<file path="src/pkg/dsa_pkg.sv">
// Package for the debug serial auto-baud front end.
// Assumes a single 25 MHz system clock for all users.
package dsa_pkg;
    // Character framing.
    localparam int unsigned DATA_BITS      = 8;
    localparam int unsigned FRAME_BITS     = 10;
    // Fixed first character and its low run in bit times.
    localparam logic [7:0]  AUTOBAUD_CHAR  = 8'h80;
    localparam int unsigned AUTOBAUD_BITS  = 8;
    // Slowest link: system clock divided by this.
    localparam int unsigned MIN_RATE_DIV   = 512;
    localparam int unsigned PERIOD_W       = 10;
    localparam int unsigned MEAS_W         = PERIOD_W + 3;
    // Reset values.
    localparam logic        DBG_ACTIVE_RST = 1'b0;
    localparam logic [PERIOD_W-1:0] PERIOD_RST = 10'h000;

    typedef enum logic [4:0] {
        ST_WAIT_HIGH = 5'b00001,
        ST_MEASURE   = 5'b00010,
        ST_RX        = 5'b00100,
        ST_TX        = 5'b01000,
        ST_IDLE      = 5'b10000
    } dsa_state_t;
endpackage

</file>
<file path="src/hw/dsa_buf2.sv">
// Two-entry buffer with valid and ready on both sides.
// Assumes both sides run on the same clock.
`timescale 1ns/10ps
module dsa_buf2 #(
    parameter int unsigned WIDTH = 8
) (
    // Clock and reset
    input  wire logic             clk_in,
    input  wire logic             rst_n_in,
    // Fill side
    input  wire logic             in_valid_in,
    output logic                  in_ready_out,
    input  wire logic [WIDTH-1:0] in_data_in,
    // Drain side
    output logic                  out_valid_out,
    input  wire logic             out_ready_in,
    output logic [WIDTH-1:0]      out_data_out
);
    logic [WIDTH-1:0] mem_r [2];
    logic [WIDTH-1:0] mem_nxt [2];
    logic             wp_r, wp_nxt, rp_r, rp_nxt;
    logic [1:0]       cnt_r, cnt_nxt;
    logic             push, pop;

    assign in_ready_out  = (cnt_r != 2'h2);
    assign out_valid_out = (cnt_r != 2'h0);
    assign out_data_out  = mem_r[rp_r];
    assign push = in_valid_in && in_ready_out;
    assign pop  = out_valid_out && out_ready_in;

    always_comb begin
        mem_nxt = mem_r;
        wp_nxt  = wp_r;
        rp_nxt  = rp_r;
        cnt_nxt = cnt_r;
        if (push) begin
            mem_nxt[wp_r] = in_data_in;
            wp_nxt = ~wp_r;
        end
        if (pop) begin
            rp_nxt = ~rp_r;
        end
        if (push && !pop) begin
            cnt_nxt = cnt_r + 2'h1;
        end else if (pop && !push) begin
            cnt_nxt = cnt_r - 2'h1;
        end
    end

    always_ff @(posedge clk_in or negedge rst_n_in) begin
        if (!rst_n_in) begin
            mem_r[0] <= '0;
            mem_r[1] <= '0;
            wp_r     <= 1'b0;
            rp_r     <= 1'b0;
            cnt_r    <= 2'h0;
        end else begin
            mem_r <= mem_nxt;
            wp_r  <= wp_nxt;
            rp_r  <= rp_nxt;
            cnt_r <= cnt_nxt;
        end
    end

    buf_never_over_a : assert property (@(posedge clk_in) disable iff (!rst_n_in)
        cnt_r <= 2'h2) else $error("buffer count above two");
endmodule

</file>
<file path="src/hw/dsa_top.sv">
// Debug serial front end: auto-baud, receive, reply and debug state exit.
// Assumes a 25 MHz system clock and an open-drain shared pin pulled up outside.
// Summary of operation
// RULE1 - Debug state ends when the debug-mode-active bit is written to zero.
// RULE2 - Debug state ends on power-on, brownout, watchdog or reset pin reset.
// RULE3 - Pin driven low during low-power halt starts a system reset.
// RULE4 - Characters are one start, eight data LSB first, one stop.
// RULE5 - Reply may start right after the request frame's stop bit.
// RULE6 - Host drives stop bit high for at most half a bit time.
// RULE7 - Host should drive the shared pin open drain.
// RULE8 - After reset stay idle, transmit nothing until a character arrives.
// RULE9 - Host's first character is 80H, eight bit times low.
// RULE10 - Time the first low period and load the bit period from it.
// RULE11 - Detector and bit-rate generator run on the system clock.
// RULE12 - Slowest supported rate is system clock divided by 512.
// RULE13 - Measured period times mid-bit sampling and outgoing bits.
`timescale 1ns/10ps
module dsa_top (
    // Clock and reset
    input  wire logic       SYS_CLK_IN,
    input  wire logic       RST_N_IN,
    // Reset sources that end the debug state
    input  wire logic       POR_RST_IN,
    input  wire logic       BROWNOUT_RST_IN,
    input  wire logic       WATCHDOG_RST_IN,
    input  wire logic       RESET_PIN_N_IN,
    input  wire logic       HALT_MODE_IN,
    // Debug mode control
    input  wire logic       DEBUG_MODE_SET_IN,
    input  wire logic       DEBUG_MODE_CLR_IN,
    output logic            DEBUG_MODE_ACTIVE_OUT,
    output logic            SYS_RESET_REQ_OUT,
    // Shared debug serial pin
    input  wire logic       DEBUG_SERIAL_PIN_IN,
    output logic            DEBUG_SERIAL_PIN_OUT,
    output logic            DEBUG_SERIAL_PIN_OE_N_OUT,
    // Received characters
    output logic            RX_VALID_OUT,
    input  wire logic       RX_READY_IN,
    output logic [7:0]      RX_DATA_OUT,
    // Reply characters
    input  wire logic       TX_VALID_IN,
    output logic            TX_READY_OUT,
    input  wire logic [7:0] TX_DATA_IN,
    // Status
    output logic            BAUD_LOCKED_OUT,
    output logic [9:0]      BIT_PERIOD_OUT
);
    localparam int unsigned PW = dsa_pkg::PERIOD_W;
    localparam int unsigned MW = dsa_pkg::MEAS_W;

    // Pin synchroniser; stage one is read only by stage two.
    logic pin_s1_r, pin_s2_r, pin_prev_r;
    always_ff @(posedge SYS_CLK_IN or negedge RST_N_IN) begin
        if (!RST_N_IN) begin
            pin_s1_r   <= 1'b1;
            pin_s2_r   <= 1'b1;
            pin_prev_r <= 1'b1;
        end else begin
            pin_s1_r   <= DEBUG_SERIAL_PIN_IN;
            pin_s2_r   <= pin_s1_r;
            pin_prev_r <= pin_s2_r;
        end
    end
    logic fall;
    assign fall = pin_prev_r && !pin_s2_r;

    // Any documented reset source, synchronised where it comes from outside.
    logic [4:0] rsrc_s1_r, rsrc_s2_r;
    always_ff @(posedge SYS_CLK_IN or negedge RST_N_IN) begin
        if (!RST_N_IN) begin
            rsrc_s1_r <= 5'h00;
            rsrc_s2_r <= 5'h00;
        end else begin
            rsrc_s1_r <= {HALT_MODE_IN, !RESET_PIN_N_IN, WATCHDOG_RST_IN,
                          BROWNOUT_RST_IN, POR_RST_IN};
            rsrc_s2_r <= rsrc_s1_r;
        end
    end
    logic any_rst, halt_wake;
    // RULE3 halt pin reset
    assign halt_wake = rsrc_s2_r[4] && !pin_s2_r;
    // RULE2 reset sources
    assign any_rst = |rsrc_s2_r[3:0] || halt_wake;
    assign SYS_RESET_REQ_OUT = halt_wake;

    // Debug mode bit; clear and reset win over set.
    logic dbg_r, dbg_nxt;
    always_comb begin
        dbg_nxt = dbg_r;
        if (DEBUG_MODE_SET_IN) begin
            dbg_nxt = 1'b1;
        end
        // RULE1 software clear
        if (DEBUG_MODE_CLR_IN || any_rst) begin
            dbg_nxt = 1'b0;
        end
    end
    always_ff @(posedge SYS_CLK_IN or negedge RST_N_IN) begin
        if (!RST_N_IN) begin
            dbg_r <= dsa_pkg::DBG_ACTIVE_RST;
        end else begin
            dbg_r <= dbg_nxt;
        end
    end
    assign DEBUG_MODE_ACTIVE_OUT = dbg_r;

    // Serial engine.
    dsa_pkg::dsa_state_t st_r, st_nxt;
    logic [MW-1:0] cnt_r, cnt_nxt;
    logic [PW-1:0] per_r, per_nxt;
    logic          lock_r, lock_nxt;
    logic [3:0]    bit_r, bit_nxt;
    logic [9:0]    sh_r, sh_nxt;
    logic          drv_low_r, drv_low_nxt;
    logic          push;
    logic [7:0]    push_data;
    logic          buf_ready;
    logic [MW-1:0] half;

    assign half = {4'h0, per_r[PW-1:1]};

    always_comb begin
        st_nxt      = st_r;
        cnt_nxt     = cnt_r;
        per_nxt     = per_r;
        lock_nxt    = lock_r;
        bit_nxt     = bit_r;
        sh_nxt      = sh_r;
        drv_low_nxt = 1'b0;
        push        = 1'b0;
        push_data   = sh_r[8:1];
        case (st_r)
            // RULE8 idle until first character
            dsa_pkg::ST_WAIT_HIGH: begin
                if (fall) begin
                    // The cycle that shows the fall is already the first low clock.
                    st_nxt  = dsa_pkg::ST_MEASURE;
                    cnt_nxt = {{(MW-1){1'b0}}, 1'b1};
                end
            end
            // RULE10 time the low run
            dsa_pkg::ST_MEASURE: begin
                // RULE11 counts system clocks
                cnt_nxt = cnt_r + 1'b1;
                if (pin_s2_r) begin
                    // RULE12 period up to 1023 clocks
                    per_nxt  = cnt_r[MW-1:3];
                    lock_nxt = (cnt_r[MW-1:3] != '0);
                    st_nxt   = lock_nxt ? dsa_pkg::ST_IDLE : dsa_pkg::ST_WAIT_HIGH;
                    cnt_nxt  = '0;
                end else if (&cnt_r) begin
                    st_nxt = dsa_pkg::ST_WAIT_HIGH;
                end
            end
            dsa_pkg::ST_IDLE: begin
                if (fall) begin
                    st_nxt  = dsa_pkg::ST_RX;
                    cnt_nxt = half;
                    bit_nxt = '0;
                end else if (TX_VALID_IN) begin
                    // RULE5 reply right after stop
                    st_nxt  = dsa_pkg::ST_TX;
                    // RULE4 transmit framing
                    sh_nxt  = {1'b1, TX_DATA_IN, 1'b0};
                    bit_nxt = '0;
                    cnt_nxt = '0;
                end
            end
            dsa_pkg::ST_RX: begin
                // RULE13 mid-bit sampling
                if (cnt_r == '0) begin
                    cnt_nxt = {3'h0, per_r} - 1'b1;
                    sh_nxt  = {pin_s2_r, sh_r[9:1]};
                    bit_nxt = bit_r + 4'h1;
                    if (bit_r == 4'(dsa_pkg::FRAME_BITS - 1)) begin
                        // RULE4 start low, stop high
                        push   = pin_s2_r && !sh_r[1];
                        push_data = sh_r[9:2];
                        st_nxt = dsa_pkg::ST_IDLE;
                    end
                end else begin
                    cnt_nxt = cnt_r - 1'b1;
                end
            end
            dsa_pkg::ST_TX: begin
                drv_low_nxt = !sh_r[0];
                // RULE13 transmit bit timing
                if (cnt_r == {3'h0, per_r} - 1'b1) begin
                    cnt_nxt = '0;
                    sh_nxt  = {1'b1, sh_r[9:1]};
                    bit_nxt = bit_r + 4'h1;
                    if (bit_r == 4'(dsa_pkg::FRAME_BITS - 1)) begin
                        st_nxt = dsa_pkg::ST_IDLE;
                        drv_low_nxt = 1'b0;
                    end
                end else begin
                    cnt_nxt = cnt_r + 1'b1;
                end
            end
            default: st_nxt = dsa_pkg::ST_WAIT_HIGH;
        endcase
        // RULE2 reset source returns to auto-baud
        if (any_rst) begin
            st_nxt      = dsa_pkg::ST_WAIT_HIGH;
            lock_nxt    = 1'b0;
            drv_low_nxt = 1'b0;
        end
    end

    always_ff @(posedge SYS_CLK_IN or negedge RST_N_IN) begin
        if (!RST_N_IN) begin
            st_r      <= dsa_pkg::ST_WAIT_HIGH;
            cnt_r     <= '0;
            per_r     <= dsa_pkg::PERIOD_RST;
            lock_r    <= 1'b0;
            bit_r     <= 4'h0;
            sh_r      <= 10'h3ff;
            drv_low_r <= 1'b0;
        end else begin
            st_r      <= st_nxt;
            cnt_r     <= cnt_nxt;
            per_r     <= per_nxt;
            lock_r    <= lock_nxt;
            bit_r     <= bit_nxt;
            sh_r      <= sh_nxt;
            drv_low_r <= drv_low_nxt;
        end
    end

    // Open drain: enable low only while pulling the pin low.
    assign DEBUG_SERIAL_PIN_OUT      = 1'b0;
    assign DEBUG_SERIAL_PIN_OE_N_OUT = !drv_low_r;
    assign TX_READY_OUT    = (st_r == dsa_pkg::ST_IDLE) && !fall && !any_rst;
    assign BAUD_LOCKED_OUT = lock_r;
    assign BIT_PERIOD_OUT  = per_r;

    // Up to two received words wait here while the consumer stalls; a third is lost.
    dsa_buf2 #(
        .WIDTH (dsa_pkg::DATA_BITS)
    ) u_rx_buf (
        .clk_in        (SYS_CLK_IN),
        .rst_n_in      (RST_N_IN),
        .in_valid_in   (push),
        .in_ready_out  (buf_ready),
        .in_data_in    (push_data),
        .out_valid_out (RX_VALID_OUT),
        .out_ready_in  (RX_READY_IN),
        .out_data_out  (RX_DATA_OUT)
    );

    // Assertions.
    clear_ends_dbg_a : assert property (@(posedge SYS_CLK_IN) disable iff (!RST_N_IN) // RULE1
        DEBUG_MODE_CLR_IN |=> !dbg_r) else $error("debug mode not cleared");
    reset_ends_dbg_a : assert property (@(posedge SYS_CLK_IN) disable iff (!RST_N_IN) // RULE2
        any_rst |=> !dbg_r && st_r == dsa_pkg::ST_WAIT_HIGH) else $error("reset kept debug");
    halt_pin_rst_a : assert property (@(posedge SYS_CLK_IN) disable iff (!RST_N_IN) // RULE3
        rsrc_s2_r[4] && !pin_s2_r |-> SYS_RESET_REQ_OUT ##1 !dbg_r && !lock_r)
        else $error("halt wake missed");
    start_bit_low_a : assert property (@(posedge SYS_CLK_IN) disable iff (!RST_N_IN) // RULE4
        $rose(st_r == dsa_pkg::ST_TX) |=> !DEBUG_SERIAL_PIN_OE_N_OUT)
        else $error("start bit not driven low");
    no_tx_unlocked_a : assert property (@(posedge SYS_CLK_IN) disable iff (!RST_N_IN) // RULE8
        !lock_r |-> DEBUG_SERIAL_PIN_OE_N_OUT) else $error("drove pin before lock");
    period_load_a : assert property (@(posedge SYS_CLK_IN) disable iff (!RST_N_IN) // RULE10
        st_r == dsa_pkg::ST_MEASURE && pin_s2_r |=> per_r == $past(cnt_r[MW-1:3]))
        else $error("bit period not loaded");
    period_limit_a : assert property (@(posedge SYS_CLK_IN) disable iff (!RST_N_IN) // RULE12
        lock_r |-> per_r != '0) else $error("locked with zero period");
    reply_idle_a : assert property (@(posedge SYS_CLK_IN) disable iff (!RST_N_IN) // RULE5
        st_r == dsa_pkg::ST_IDLE && TX_VALID_IN && !fall && !any_rst
        |=> st_r == dsa_pkg::ST_TX) else $error("reply not started");
    rx_push_ok_a : assert property (@(posedge SYS_CLK_IN) disable iff (!RST_N_IN) // RULE13
        push |-> buf_ready) else $error("received word lost");

    lock_c  : cover property (@(posedge SYS_CLK_IN) disable iff (!RST_N_IN) $rose(lock_r));
    rx_c    : cover property (@(posedge SYS_CLK_IN) disable iff (!RST_N_IN) push);
    tx_c    : cover property (@(posedge SYS_CLK_IN) disable iff (!RST_N_IN)
        $fell(st_r == dsa_pkg::ST_TX));
    halt_c  : cover property (@(posedge SYS_CLK_IN) disable iff (!RST_N_IN) halt_wake);
endmodule

</file>
<file path="config.mk">
export PLATFORM = sky130hd
export DESIGN_NAME = dsa_top
export DESIGN_NICKNAME = d
export VERILOG_FILES = /design/src/pkg/dsa_pkg.sv /design/src/hw/dsa_buf2.sv /design/src/hw/dsa_top.sv
export SDC_FILE = /design/constraint.sdc
export NUM_CORES = 1
export LEC_CHECK = 0
export BUFFER_PORTS_ARGS = -buffer_cell sky130_fd_sc_hd__buf_2
export CAP_MARGIN = 15
export CORE_UTILIZATION = 40
export CTS_BUF_LIST = sky130_fd_sc_hd__clkbuf_16
export DETAILED_ROUTE_END_ITERATION = 10
export GPL_TIMING_DRIVEN = 0
export HOLD_SLACK_MARGIN = 0.1
export PLACE_DENSITY = 0.63
export SETUP_SLACK_MARGIN = 0.1
export SYNTH_ARGS = -nofsm -noshare
export SYNTH_HDL_FRONTEND = slang
export SYNTH_SLANG_ARGS = --single-unit
export TNS_END_PERCENT = 10
</file>
<file path="constraint.sdc">
create_clock -name SYS_CLK_IN -period 10.56 [get_ports SYS_CLK_IN]
set_clock_uncertainty 0.2 [all_clocks]
set_input_delay 1.056 -clock SYS_CLK_IN [delete_from_list [all_inputs] [get_ports SYS_CLK_IN]]
set_output_delay 1.056 -clock SYS_CLK_IN [all_outputs]
set_load 0.02 [all_outputs]
</file>
Word-level counts from Yosys, hierarchy flattened
Index checks and enable logic that the tools add are counted.
{"block": "word_totals", "regBits": 78, "in_bits": 20, "out_inout_bits": 25}
{"block": "op_classes", "add_sub_neg": 6, "magnitude_cmp": 3, "eq_ne": 19, "mux": 51, "n_bitwise": 4, "n_reduce_logical": 38}
{"operator": "$mux 13", "count": 6}
{"operator": "$pmux 13 s5", "count": 1}
{"operator": "$mux 8", "count": 7}
{"operator": "$mux 5", "count": 10}
{"operator": "$mux 10", "count": 4}
{"operator": "$pmux 10 s3", "count": 1}
{"operator": "$pmux 5 s5", "count": 1}
{"operator": "$bwmux 16", "count": 1}
{"operator": "$mux 4", "count": 4}
{"operator": "$add 13x1->13 const B", "count": 1}
{"operator": "$eq 13x13->1", "count": 1}
{"operator": "$logic_not 13->1", "count": 1}
{"operator": "$reduce_and 13->1", "count": 1}
{"operator": "$sub 13x1->13 const B", "count": 1}
{"operator": "$mux 1", "count": 12}
{"operator": "$ne 2x2->1 const B", "count": 6}
{"operator": "$ne 3x3->1 const B", "count": 4}
{"operator": "$pmux 4 s3", "count": 1}
{"operator": "$sub 10x1->11 const B", "count": 1}
{"operator": "$logic_and 1x1->1", "count": 10}
{"operator": "$reduce_and 5->1", "count": 2}
{"operator": "$reduce_bool 10->1", "count": 1}
{"operator": "$reduce_bool 2->1", "count": 5}
{"operator": "$logic_not 1->1", "count": 9}
{"operator": "23 further kinds", "count": 30}

Depth between registers and ports, before layout
Gate-level depths: netlist (run 1).
{"block": "depth", "depth_word": 10, "ltp_mapped": 12, "ltp_nobuf": 10}

Cells and area by module
Synthesis (run 1) repeated with hierarchy kept, for this count alone.
{"block": "unflattened", "cells_unflattened": 464, "hier_area_um2": 4693.3}
{"mod": "dsa_top", "n_inst": 1, "cells_per_inst": 404, "area_per_inst_um2": 3723.6, "seq_area_each_um2": 1468.9}
{"mod": "dsa_buf2", "n_inst": 1, "cells_per_inst": 60, "area_per_inst_um2": 969.7, "seq_area_each_um2": 500.5}

Least setup slack after synthesis (run 1)
No wires, ideal clock.
{"block": "synth_timing", "path_kind": "register to register", "from": "register per_r[0] (netlist: BIT_PERIOD_OUT[0])", "to": "register cnt_r[4]", "setup_time_ps": 126, "t_arrival_ps": 3297, "required_ps": 10234, "path_slack_ps": 6937, "stages_incl_launch_ff": 11, "path_buffers": 1, "cell_sequence": "dfrtp_1 > inv_1 > ha_1 > or4b_4 > buf_6 > or4_4 > a2111oi_4 > o211ai_1 > or3_1 > a31o_1 > a221o_1"}
{"block": "synth_via", "elab_chain_len": 4, "word_cells_on_any_way": 5, "classes_between": "add/sub: 1; eq/ne: 1; mux: 3"}
{"element": "start, declared", "line_no": "dsa_top.sv:111", "source": "logic [PW-1:0] per_r, per_nxt;"}
{"element": "start signal, assigned", "line_no": "dsa_top.sv:215", "source": "per_r <= dsa_pkg::PERIOD_RST;"}
{"element": "start signal, assigned", "line_no": "dsa_top.sv:223", "source": "per_r <= per_nxt;"}
{"element": "$sub 10x1->11 *", "line_no": "dsa_top.sv:173, dsa_top.sv:189"}
{"element": "$eq 13x13->1", "line_no": "dsa_top.sv:189", "source": "if (cnt_r == {3'h0, per_r} - 1'b1) begin"}
{"element": "$mux 13", "line_no": "dsa_top.sv:189"}
{"element": "$pmux 13 s5 *", "line_no": "dsa_top.sv:133", "source": "case (st_r)"}
{"element": "end signal, assigned", "line_no": "dsa_top.sv:222", "source": "cnt_r <= cnt_nxt;"}
{"element": "end, declared", "line_no": "dsa_top.sv:110", "source": "logic [MW-1:0] cnt_r, cnt_nxt;"}
Every way passes the cells marked *; elsewhere a longest branch is shown, timed or not.
A chain may end at the register's enable or synchronous reset.

Worst setup path after layout (run 1)
{"block": "layout_timing", "from": "register cnt_r[8]", "to": "register u_rx_buf.mem_r[11] (netlist name)"}
{"block": "layout_via", "elab_chain_len": 4, "word_cells_on_any_way": 7, "classes_between": "mux: 5; reduce/logical: 2"}
{"element": "$logic_not 13->1", "line_no": "dsa_top.sv:172", "source": "if (cnt_r == '0) begin"}
{"element": "$mux 1", "line_no": "dsa_top.sv:172"}
{"element": "$mux 1", "line_no": "dsa_top.sv:133"}
{"element": "$logic_and 1x1->1", "line_no": "dsa_buf2.sv:28", "source": "assign push = in_valid_in && in_ready_out;"}
{"element": "net u_rx_buf.push", "line_no": "dsa_buf2.sv:23", "source": "logic push, pop;"}
{"element": "end signal, assigned", "line_no": "dsa_buf2.sv:58", "source": "mem_r <= mem_nxt;"}
{"element": "end, declared", "line_no": "dsa_buf2.sv:19", "source": "logic [WIDTH-1:0] mem_r [2];"}
The timed path passes the listed nets, and every way through them passes these cells.

==> key figures, run 1 <==
Drt
  – Routed met3 length: 771 µm
  – Via count: 4,087
  – Detailed Route WL: 12,500 µm
  – Top routing layer in use: met4
  – Post-route DRC: 0
  – Met1 WL: 5840 µm
  – Antenna violation net count after detailed routing: 0
  – WL/cell: 17.4 µm
  – Metal2 WL: 5570 µm
  – DR vias/cell: 5.72
  – Iteration-0 DRC Markers: 301
  – TritonRoute pass-1 iters: 5

Die
  – Die ar.: 12,300 µm²
  – Starting density of the core: 0.414
  – Core box area: 11,500 µm²
  – Die width: 111 µm
  – Row cnt: 39
  – # IOs: 45
  – Die Height: 111 µm

Global route
  – Number of global-route vias before repair: 3,916
  – First-pass GRT wire length: 20,400 µm
  – GRT Overall Usage: 0.209
  – Initial antenna violation count: 0
  – Largest net degree at the start of global routing: 52
  – Grt ovf: 0

CTS
  – CTS resizes: 0
  – CTS sink count: 78
  – CTS tree: built
  – Max clock buf depth: 2
  – Clock Latency Late Sink: 0.34 ns
  – Clk pin slew, worst setup/hold paths: 0.06 ns
  – H-tree levels: 3
  – Clk root buf: clkbuf_16
  – CTS hold repair buffers: 0
  – # Post-CTS Setup Buffers: 0
  – CTS Buf Count: 9

Placed design
  – Area after DPL: 5170 µm²
  – I/O Buffers: 43
  – DPL Wire Length: 9100 µm
  – Gpl congestion: 0.917
  – Placed Cells: 698

Layout
  – Layout cells sized above 1: 0.208
  – Post-route cell area: 5480 µm²
  – Fill cells: 1,061
  – Antenna diodes: 0
  – Register area: 1970 µm²
  – Final Non-Filler Cells: 714
  – Syn-to-layout area delta: 15.5%
  – Final net count: 592
  – Multi-input gate area: 2550 µm²

Run
  – Max-Cap Viols: 0

Critical path
  – Worst-path maximum fanout: 10
  – Crit path largest cell delay: 0.92 ns
  – Cell family with most CP delay: simple AND/OR/NAND/NOR gates
  – Slowest cell on crit path: nor4b_2
  – Startpoint Class: flip-flop
  – Critical Path Sink Type: flip-flop
  – CP Buf/Inv Count: 2
  – R2r startpoint: cnt_r[8]
  – Kind of critical path: flip-flop to flip-flop
  – Worst EP arrival: 4.19 ns
  – Crit path cell chain: clkbuf_1 > or4_1 > nor4b_2 > nand2_1 > nor3_2 > nand2b_1 > clkbuf_1 > nand2_1 > o21ai_0
  – Worst path required time: 10.56 ns
  – CP startpoint: cnt_r[8]

STA
  – Setup_tns: 0 ns
  – Tmin final: 4.18 ns
  – Max Clk Rate: 239 MHz
  – Fin. Hold Viols: 0
  – RSZ-0062 raised after global routing: false
  – Pins Over Slew Limit: 0
  – Actual slew at the worst max-slew pin: 1.04 ns
  – Final setup fails: 0
  – Relative slew slack: 0.303
  – Period utilisation layout: 0.396

Outcome
  – Status: finished clean

Pwr
  – Sw Pwr: 0.000139 W
  – Power Density: 119 nW/µm²
  – Leak: 2.41 nW
  – Clock power share: 0.504
  – Comb power frac: 0.033
  – Worst IR drop on VDD: 63.3 µV
  – Sw frac: 0.213
  – Seq pwr share: 0.463
  – Int Power: 0.000515 W

Synthesis
  – Synthesized area: 4740 µm²
  – YS warnings: 0
  – Yosys reg bits: 78
  – Sequential cell area fraction in the yosys report: 0.415
  – Main synth FF type: dfrtp_1
  – Synth area leader: dfrtp_1
  – Top cells by area, synth: dfrtp_1, dfstp_2, mux2_2
  – Syn Nets: 537
  – Post-synth EDFFs: 0
  – Syn Inst Count: 511
  – FFs w/ async S/R, synth: 1.00
  – Post-synthesis area per instance: 9.28 µm²
  – Yosys top cell area share: 0.338
  – Synth unique cells: 68

Hold path
  – Min-delay src: rsrc_s1_r[4]
  – Hold crit path type: flip-flop to flip-flop
[layout by cell type (no fill, tap or decap), types with 9 or more instances in the layout]
| cell type | n |
|---|---|
| xnor2_1 | 18 |
| dfrtp_1 | 64 |
| inv_1 | 14 |
| dfstp_2 | 14 |
| mux2i_1 | 11 |
| clkbuf_16 | 9 |
| nand2_1 | 56 |
| clkbuf_1 | 27 |
| nor2b_1 | 10 |
| nor3_1 | 15 |
| mux2_2 | 20 |
| xor2_1 | 11 |
| a21oi_1 | 17 |
| nand2b_1 | 9 |
| o21ai_0 | 44 |
| nor2_1 | 36 |
| buf_2 | 45 |
| nand3_1 | 15 |
[stage by stage]
stage	util	hold slack, ns	worst slack, ns	power (W)
CTS	0.478	0.149	6.52	0.000661
floorplan	-	0.131	6.94	0.000316
detailed placement	0.451	0.136	6.55	0.000330
global route	0.478	0.155	6.24	0.000673
finish	0.478	0.147	6.38	0.000655
global placement	0.448	0.132	6.56	0.000328
[Yosys cell counts (all sizes together), types with 8 or more instances]
cell     n
clkbuf  27
or3      8
a21oi   17
nand3   15
buf      9
dfrtp   64
nor2    36
o21ai   50
nand2b   9
xor2    11
mux2    28
dfstp   14
nor3    17
nor2b   10
inv     14
nor4     8
mux2i   11
nand2   56
xnor2   18
[cell type report]
| type | count | area share |
|---|---|---|
| multi-input combinational | 383 | 0.466 |
| clock inverter | 7 | 0.0160 |
| sequential | 78 | 0.359 |
| tap | 143 | 0.0327 |
| clock buffer | 9 | 0.0411 |
| buffer | 36 | 0.0301 |
| timing repair buffer | 44 | 0.0448 |
| inverter | 14 | 0.00959 |
[final timing paths]
| check | to | slack (ns) | depth (start not counted) |
|---|---|---|---|
| hold reg to reg | rsrc_s2_r[4] | 0.15 | 0 |
| max in group asynchronous | pin_prev_r | 9.09 | 2 |
| setup / recovery | u_rx_buf.mem_r[11] | 6.38 | 9 |
| setup reg to reg | u_rx_buf.mem_r[11] | 6.38 | 9 |
| min in group asynchronous | cnt_r[7] | 0.44 | 1 |
| hold / removal | rsrc_s2_r[4] | 0.15 | 0 |
[power groups by stage]
stage,logic (W),registers [W],clock network (W)
after global routing,0.0000247,0.000303,0.000346
after CTS,0.0000221,0.000303,0.000336
final,0.0000217,0.000303,0.000330
after global placement,0.0000201,0.000308,0
after detailed placement,0.0000221,0.000308,0
after floorplan,0.00000836,0.000308,0
[state kept, by name, summed over array words and instances (netlist names)]
register,flops
rsrc_s2_r,5
u_rx_buf.wp_r,1
DEBUG_MODE_ACTIVE_OUT,1
cnt_r,13
BIT_PERIOD_OUT,10
st_r,5
u_rx_buf.cnt_r,2
u_rx_buf.rp_r,1
BAUD_LOCKED_OUT,1
pin_prev_r,1
pin_s2_r,1
drv_low_r,1
u_rx_buf.mem_r,16
bit_r,4
rsrc_s1_r,5
pin_s1_r,1
sh_r,10
[per-layer routing]
| metal | track usage | up-vias |
|---|---|---|
| met5 | 0 | - |
| met4 | 0.0800 | 0 |
| met3 | 0.0394 | 26 |
| met2 | 0.317 | 148 |
| met1 | 0.295 | 1977 |
| li1 | - | 1936 |
[cells by family (layout without fill, tap and decap cells)]
kind of cell,Yosys count,after routing,synth area share
AND/OR/NAND/NOR,187,187,0.200
AO/OA/AOI/OAI,120,120,0.168
flip-flops,78,78,0.415
buffers and inverters,50,110,0.0459
multiplexers,39,39,0.0960
XOR/XNOR,30,30,0.0583
adder cells (fa/ha/maj),6,6,0.0158
other,1,1,0.000791
No activity file was read; power rests on OpenSTA's default activity.
==> inputs of run 2 (changes only) <==
==> constraint.sdc (replaced) <==
create_clock -name SYS_CLK_IN -period 3.9 [get_ports SYS_CLK_IN]
set_clock_uncertainty 0.2 [all_clocks]
set_input_delay 0.39 -clock SYS_CLK_IN [delete_from_list [all_inputs] [get_ports SYS_CLK_IN]]
set_output_delay 0.39 -clock SYS_CLK_IN [all_outputs]
set_load 0.02 [all_outputs]
==> key figures, run 2 (synthesis results as in run 1) <==
Drt
  – Iteration-0 DRC Markers: 313
  – Via count: 4,122
  – WL/cell: 17.2 µm
  – TritonRoute pass-1 iters: 5
  – DR vias/cell: 5.69
  – Antenna violation net count after detailed routing: 0
  – Post-route DRC: 0
  – Detailed Route WL: 12,400 µm

Pwr
  – Leak: 2.46 nW
  – Power Density: 317 nW/µm²
  – Worst IR drop on VDD: 173 µV
  – Total power: 0.00178 W

Placed design
  – Gpl congestion: 0.917
  – Worst slack, placed: -0.113 ns
  – I/O Buffers: 43
  – DPL Wire Length: 9100 µm

Critical path
  – Startpoint Class: flip-flop
  – Slowest cell on crit path: or4_4
  – Critical Path Sink Type: flip-flop
  – CP Buf/Inv Count: 2
  – Worst EP arrival: 3.83 ns
  – Cell family with most CP delay: simple AND/OR/NAND/NOR gates
  – Worst path required time: 3.92 ns
  – Kind of critical path: flip-flop to flip-flop
  – Crit path cell chain: inv_1 > ha_2 > or4b_4 > buf_6 > or4_4 > a2111oi_4 > o211ai_1 > or3_4 > a31o_1 > a221o_1
  – Crit path largest cell delay: 0.53 ns
  – Worst-path maximum fanout: 8

Layout
  – Final net count: 602
  – Most common cell after layout, fill and taps aside: dfrtp_1
  – Max reg flops: 16
  – Syn-to-layout area delta: 18.3%
  – Layout cells sized above 1: 0.219
  – Fill cells: 1,051
  – Register area: 1970 µm²
  – Multi-input gate area: 2580 µm²
  – Antenna diodes: 0
  – Highest-count cells in the layout ignoring fill and taps: dfrtp_1, nand2_1, o21ai_0, buf_2, nor2_1
  – Top reg by flops: u_rx_buf.mem_r
  – Biggest regs: u_rx_buf.mem_r: 16 flops, cnt_r: 13 flops

CTS
  – CTS sink count: 78
  – Max clock buf depth: 2
  – Clk root buf: clkbuf_16
  – CTS tree: built
  – CTS Buf Count: 9
  – Clock Latency Late Sink: 0.34 ns
  – H-tree levels: 3
  – Clk pin slew, worst setup/hold paths: 0.06 ns

Die
  – # IOs: 45
  – Starting density of the core: 0.414
  – Die width: 111 µm
  – Core box area: 11,500 µm²
  – Row cnt: 39
  – Die Height: 111 µm
  – Die ar.: 12,300 µm²

Global route
  – Largest net degree at the start of global routing: 52
  – Number of global-route vias before repair: 3,966
  – First-pass GRT wire length: 20,500 µm
  – Initial antenna violation count: 0
  – GRT Overall Usage: 0.210
  – Grt ovf: 0

STA
  – Setup_tns: 0 ns
  – Fin. Hold Viols: 0
  – Pins Over Slew Limit: 0
  – Period utilisation layout: 0.978
  – Final worst slack: 0.0858 ns
  – Relative slew slack: 0.421
  – Max Clk Rate: 262 MHz
  – RSZ-0062 raised after global routing: true
  – Tmin final: 3.81 ns
  – Final setup fails: 0
  – Actual slew at the worst max-slew pin: 0.865 ns

Hold path
  – Hold crit path type: input pin to flip-flop

Outcome
  – Status: finished clean

Run
  – Max-Cap Viols: 0
[run 2: cell types whose count changed in the layout (fill, tap and decap cells not counted), moves of 2 or more]
| cell | delta |
|---|---|
| nor2_1 | -2 |
| dfrtp_1 | -2 |
| dlygate4sd3_1 | +8 |
| buf_2 | -2 |
| dfrtp_2 | +2 |
| nor2_2 | +2 |
| buf_4 | +4 |
[run 2: final timing paths]
check                           cells after the start  slack, ns               from                    end
worst max-delay path                               10       0.09  BIT_PERIOD_OUT[0]               cnt_r[4]
worst min-delay path                                3       0.12  DEBUG_MODE_SET_IN  DEBUG_MODE_ACTIVE_OUT
worst max register to register                     10       0.09  BIT_PERIOD_OUT[0]               cnt_r[4]
worst min register to register                      0       0.15       rsrc_s1_r[4]           rsrc_s2_r[4]
max in group asynchronous                           3       2.54           RST_N_IN             pin_prev_r
min in group asynchronous                           2       0.32           RST_N_IN      BIT_PERIOD_OUT[7]
[run 2: report_power, final]
part | switching, W | internal, W | total [W]
combinational | 0.0000388 | 0.0000265 | 0.0000653
sequential | 0.00000184 | 0.000818 | 0.000820
clock | 0.000339 | 0.000556 | 0.000895
[run 2: metrics by stage]
step	hold slack (ns)	utilization	cell area (µm²)	cells
after floorplan	-0.106	-	4740	511
after global placement	0.132	0.448	5140	697
after detailed placement	0.136	0.451	5170	698
after CTS	0.112	0.488	5590	722
after global routing	0.142	0.489	5610	724
final	0.116	0.489	5610	724
[run 2: repair_timing]
action                                  4_1_cts  5_1_grt
setup buffers                                 0        2
hold buffers                                  8        0
gates resized for setup                       9        1
endpoints found under the setup margin       36       36
hold endpoints to repair                     34        0
pin swaps                                     2        1
[run 2: tightest hold or removal path: stages]
cell,delay (ns)
buf_2,0.09
nor2_1,0.09
nor3_1,0.05
[run 2: layer usage]
layer  up-vias  wire, µm  track usage
met5         -         0            0
met4         0       272       0.0800
met3        21       807       0.0405
met2       148      5620        0.320
met1      1995      5740        0.296
li1       1958         -            -
[run 2: final cells by class]
| class | instances | area share |
|---|---|---|
| inverter | 14 | 0.00937 |
| buffer | 36 | 0.0303 |
| sequential | 78 | 0.352 |
| tap | 143 | 0.0319 |
| clock inverter | 7 | 0.0156 |
| multi-input combinational | 383 | 0.460 |
| timing repair buffer | 54 | 0.0607 |
| clock buffer | 9 | 0.0402 |
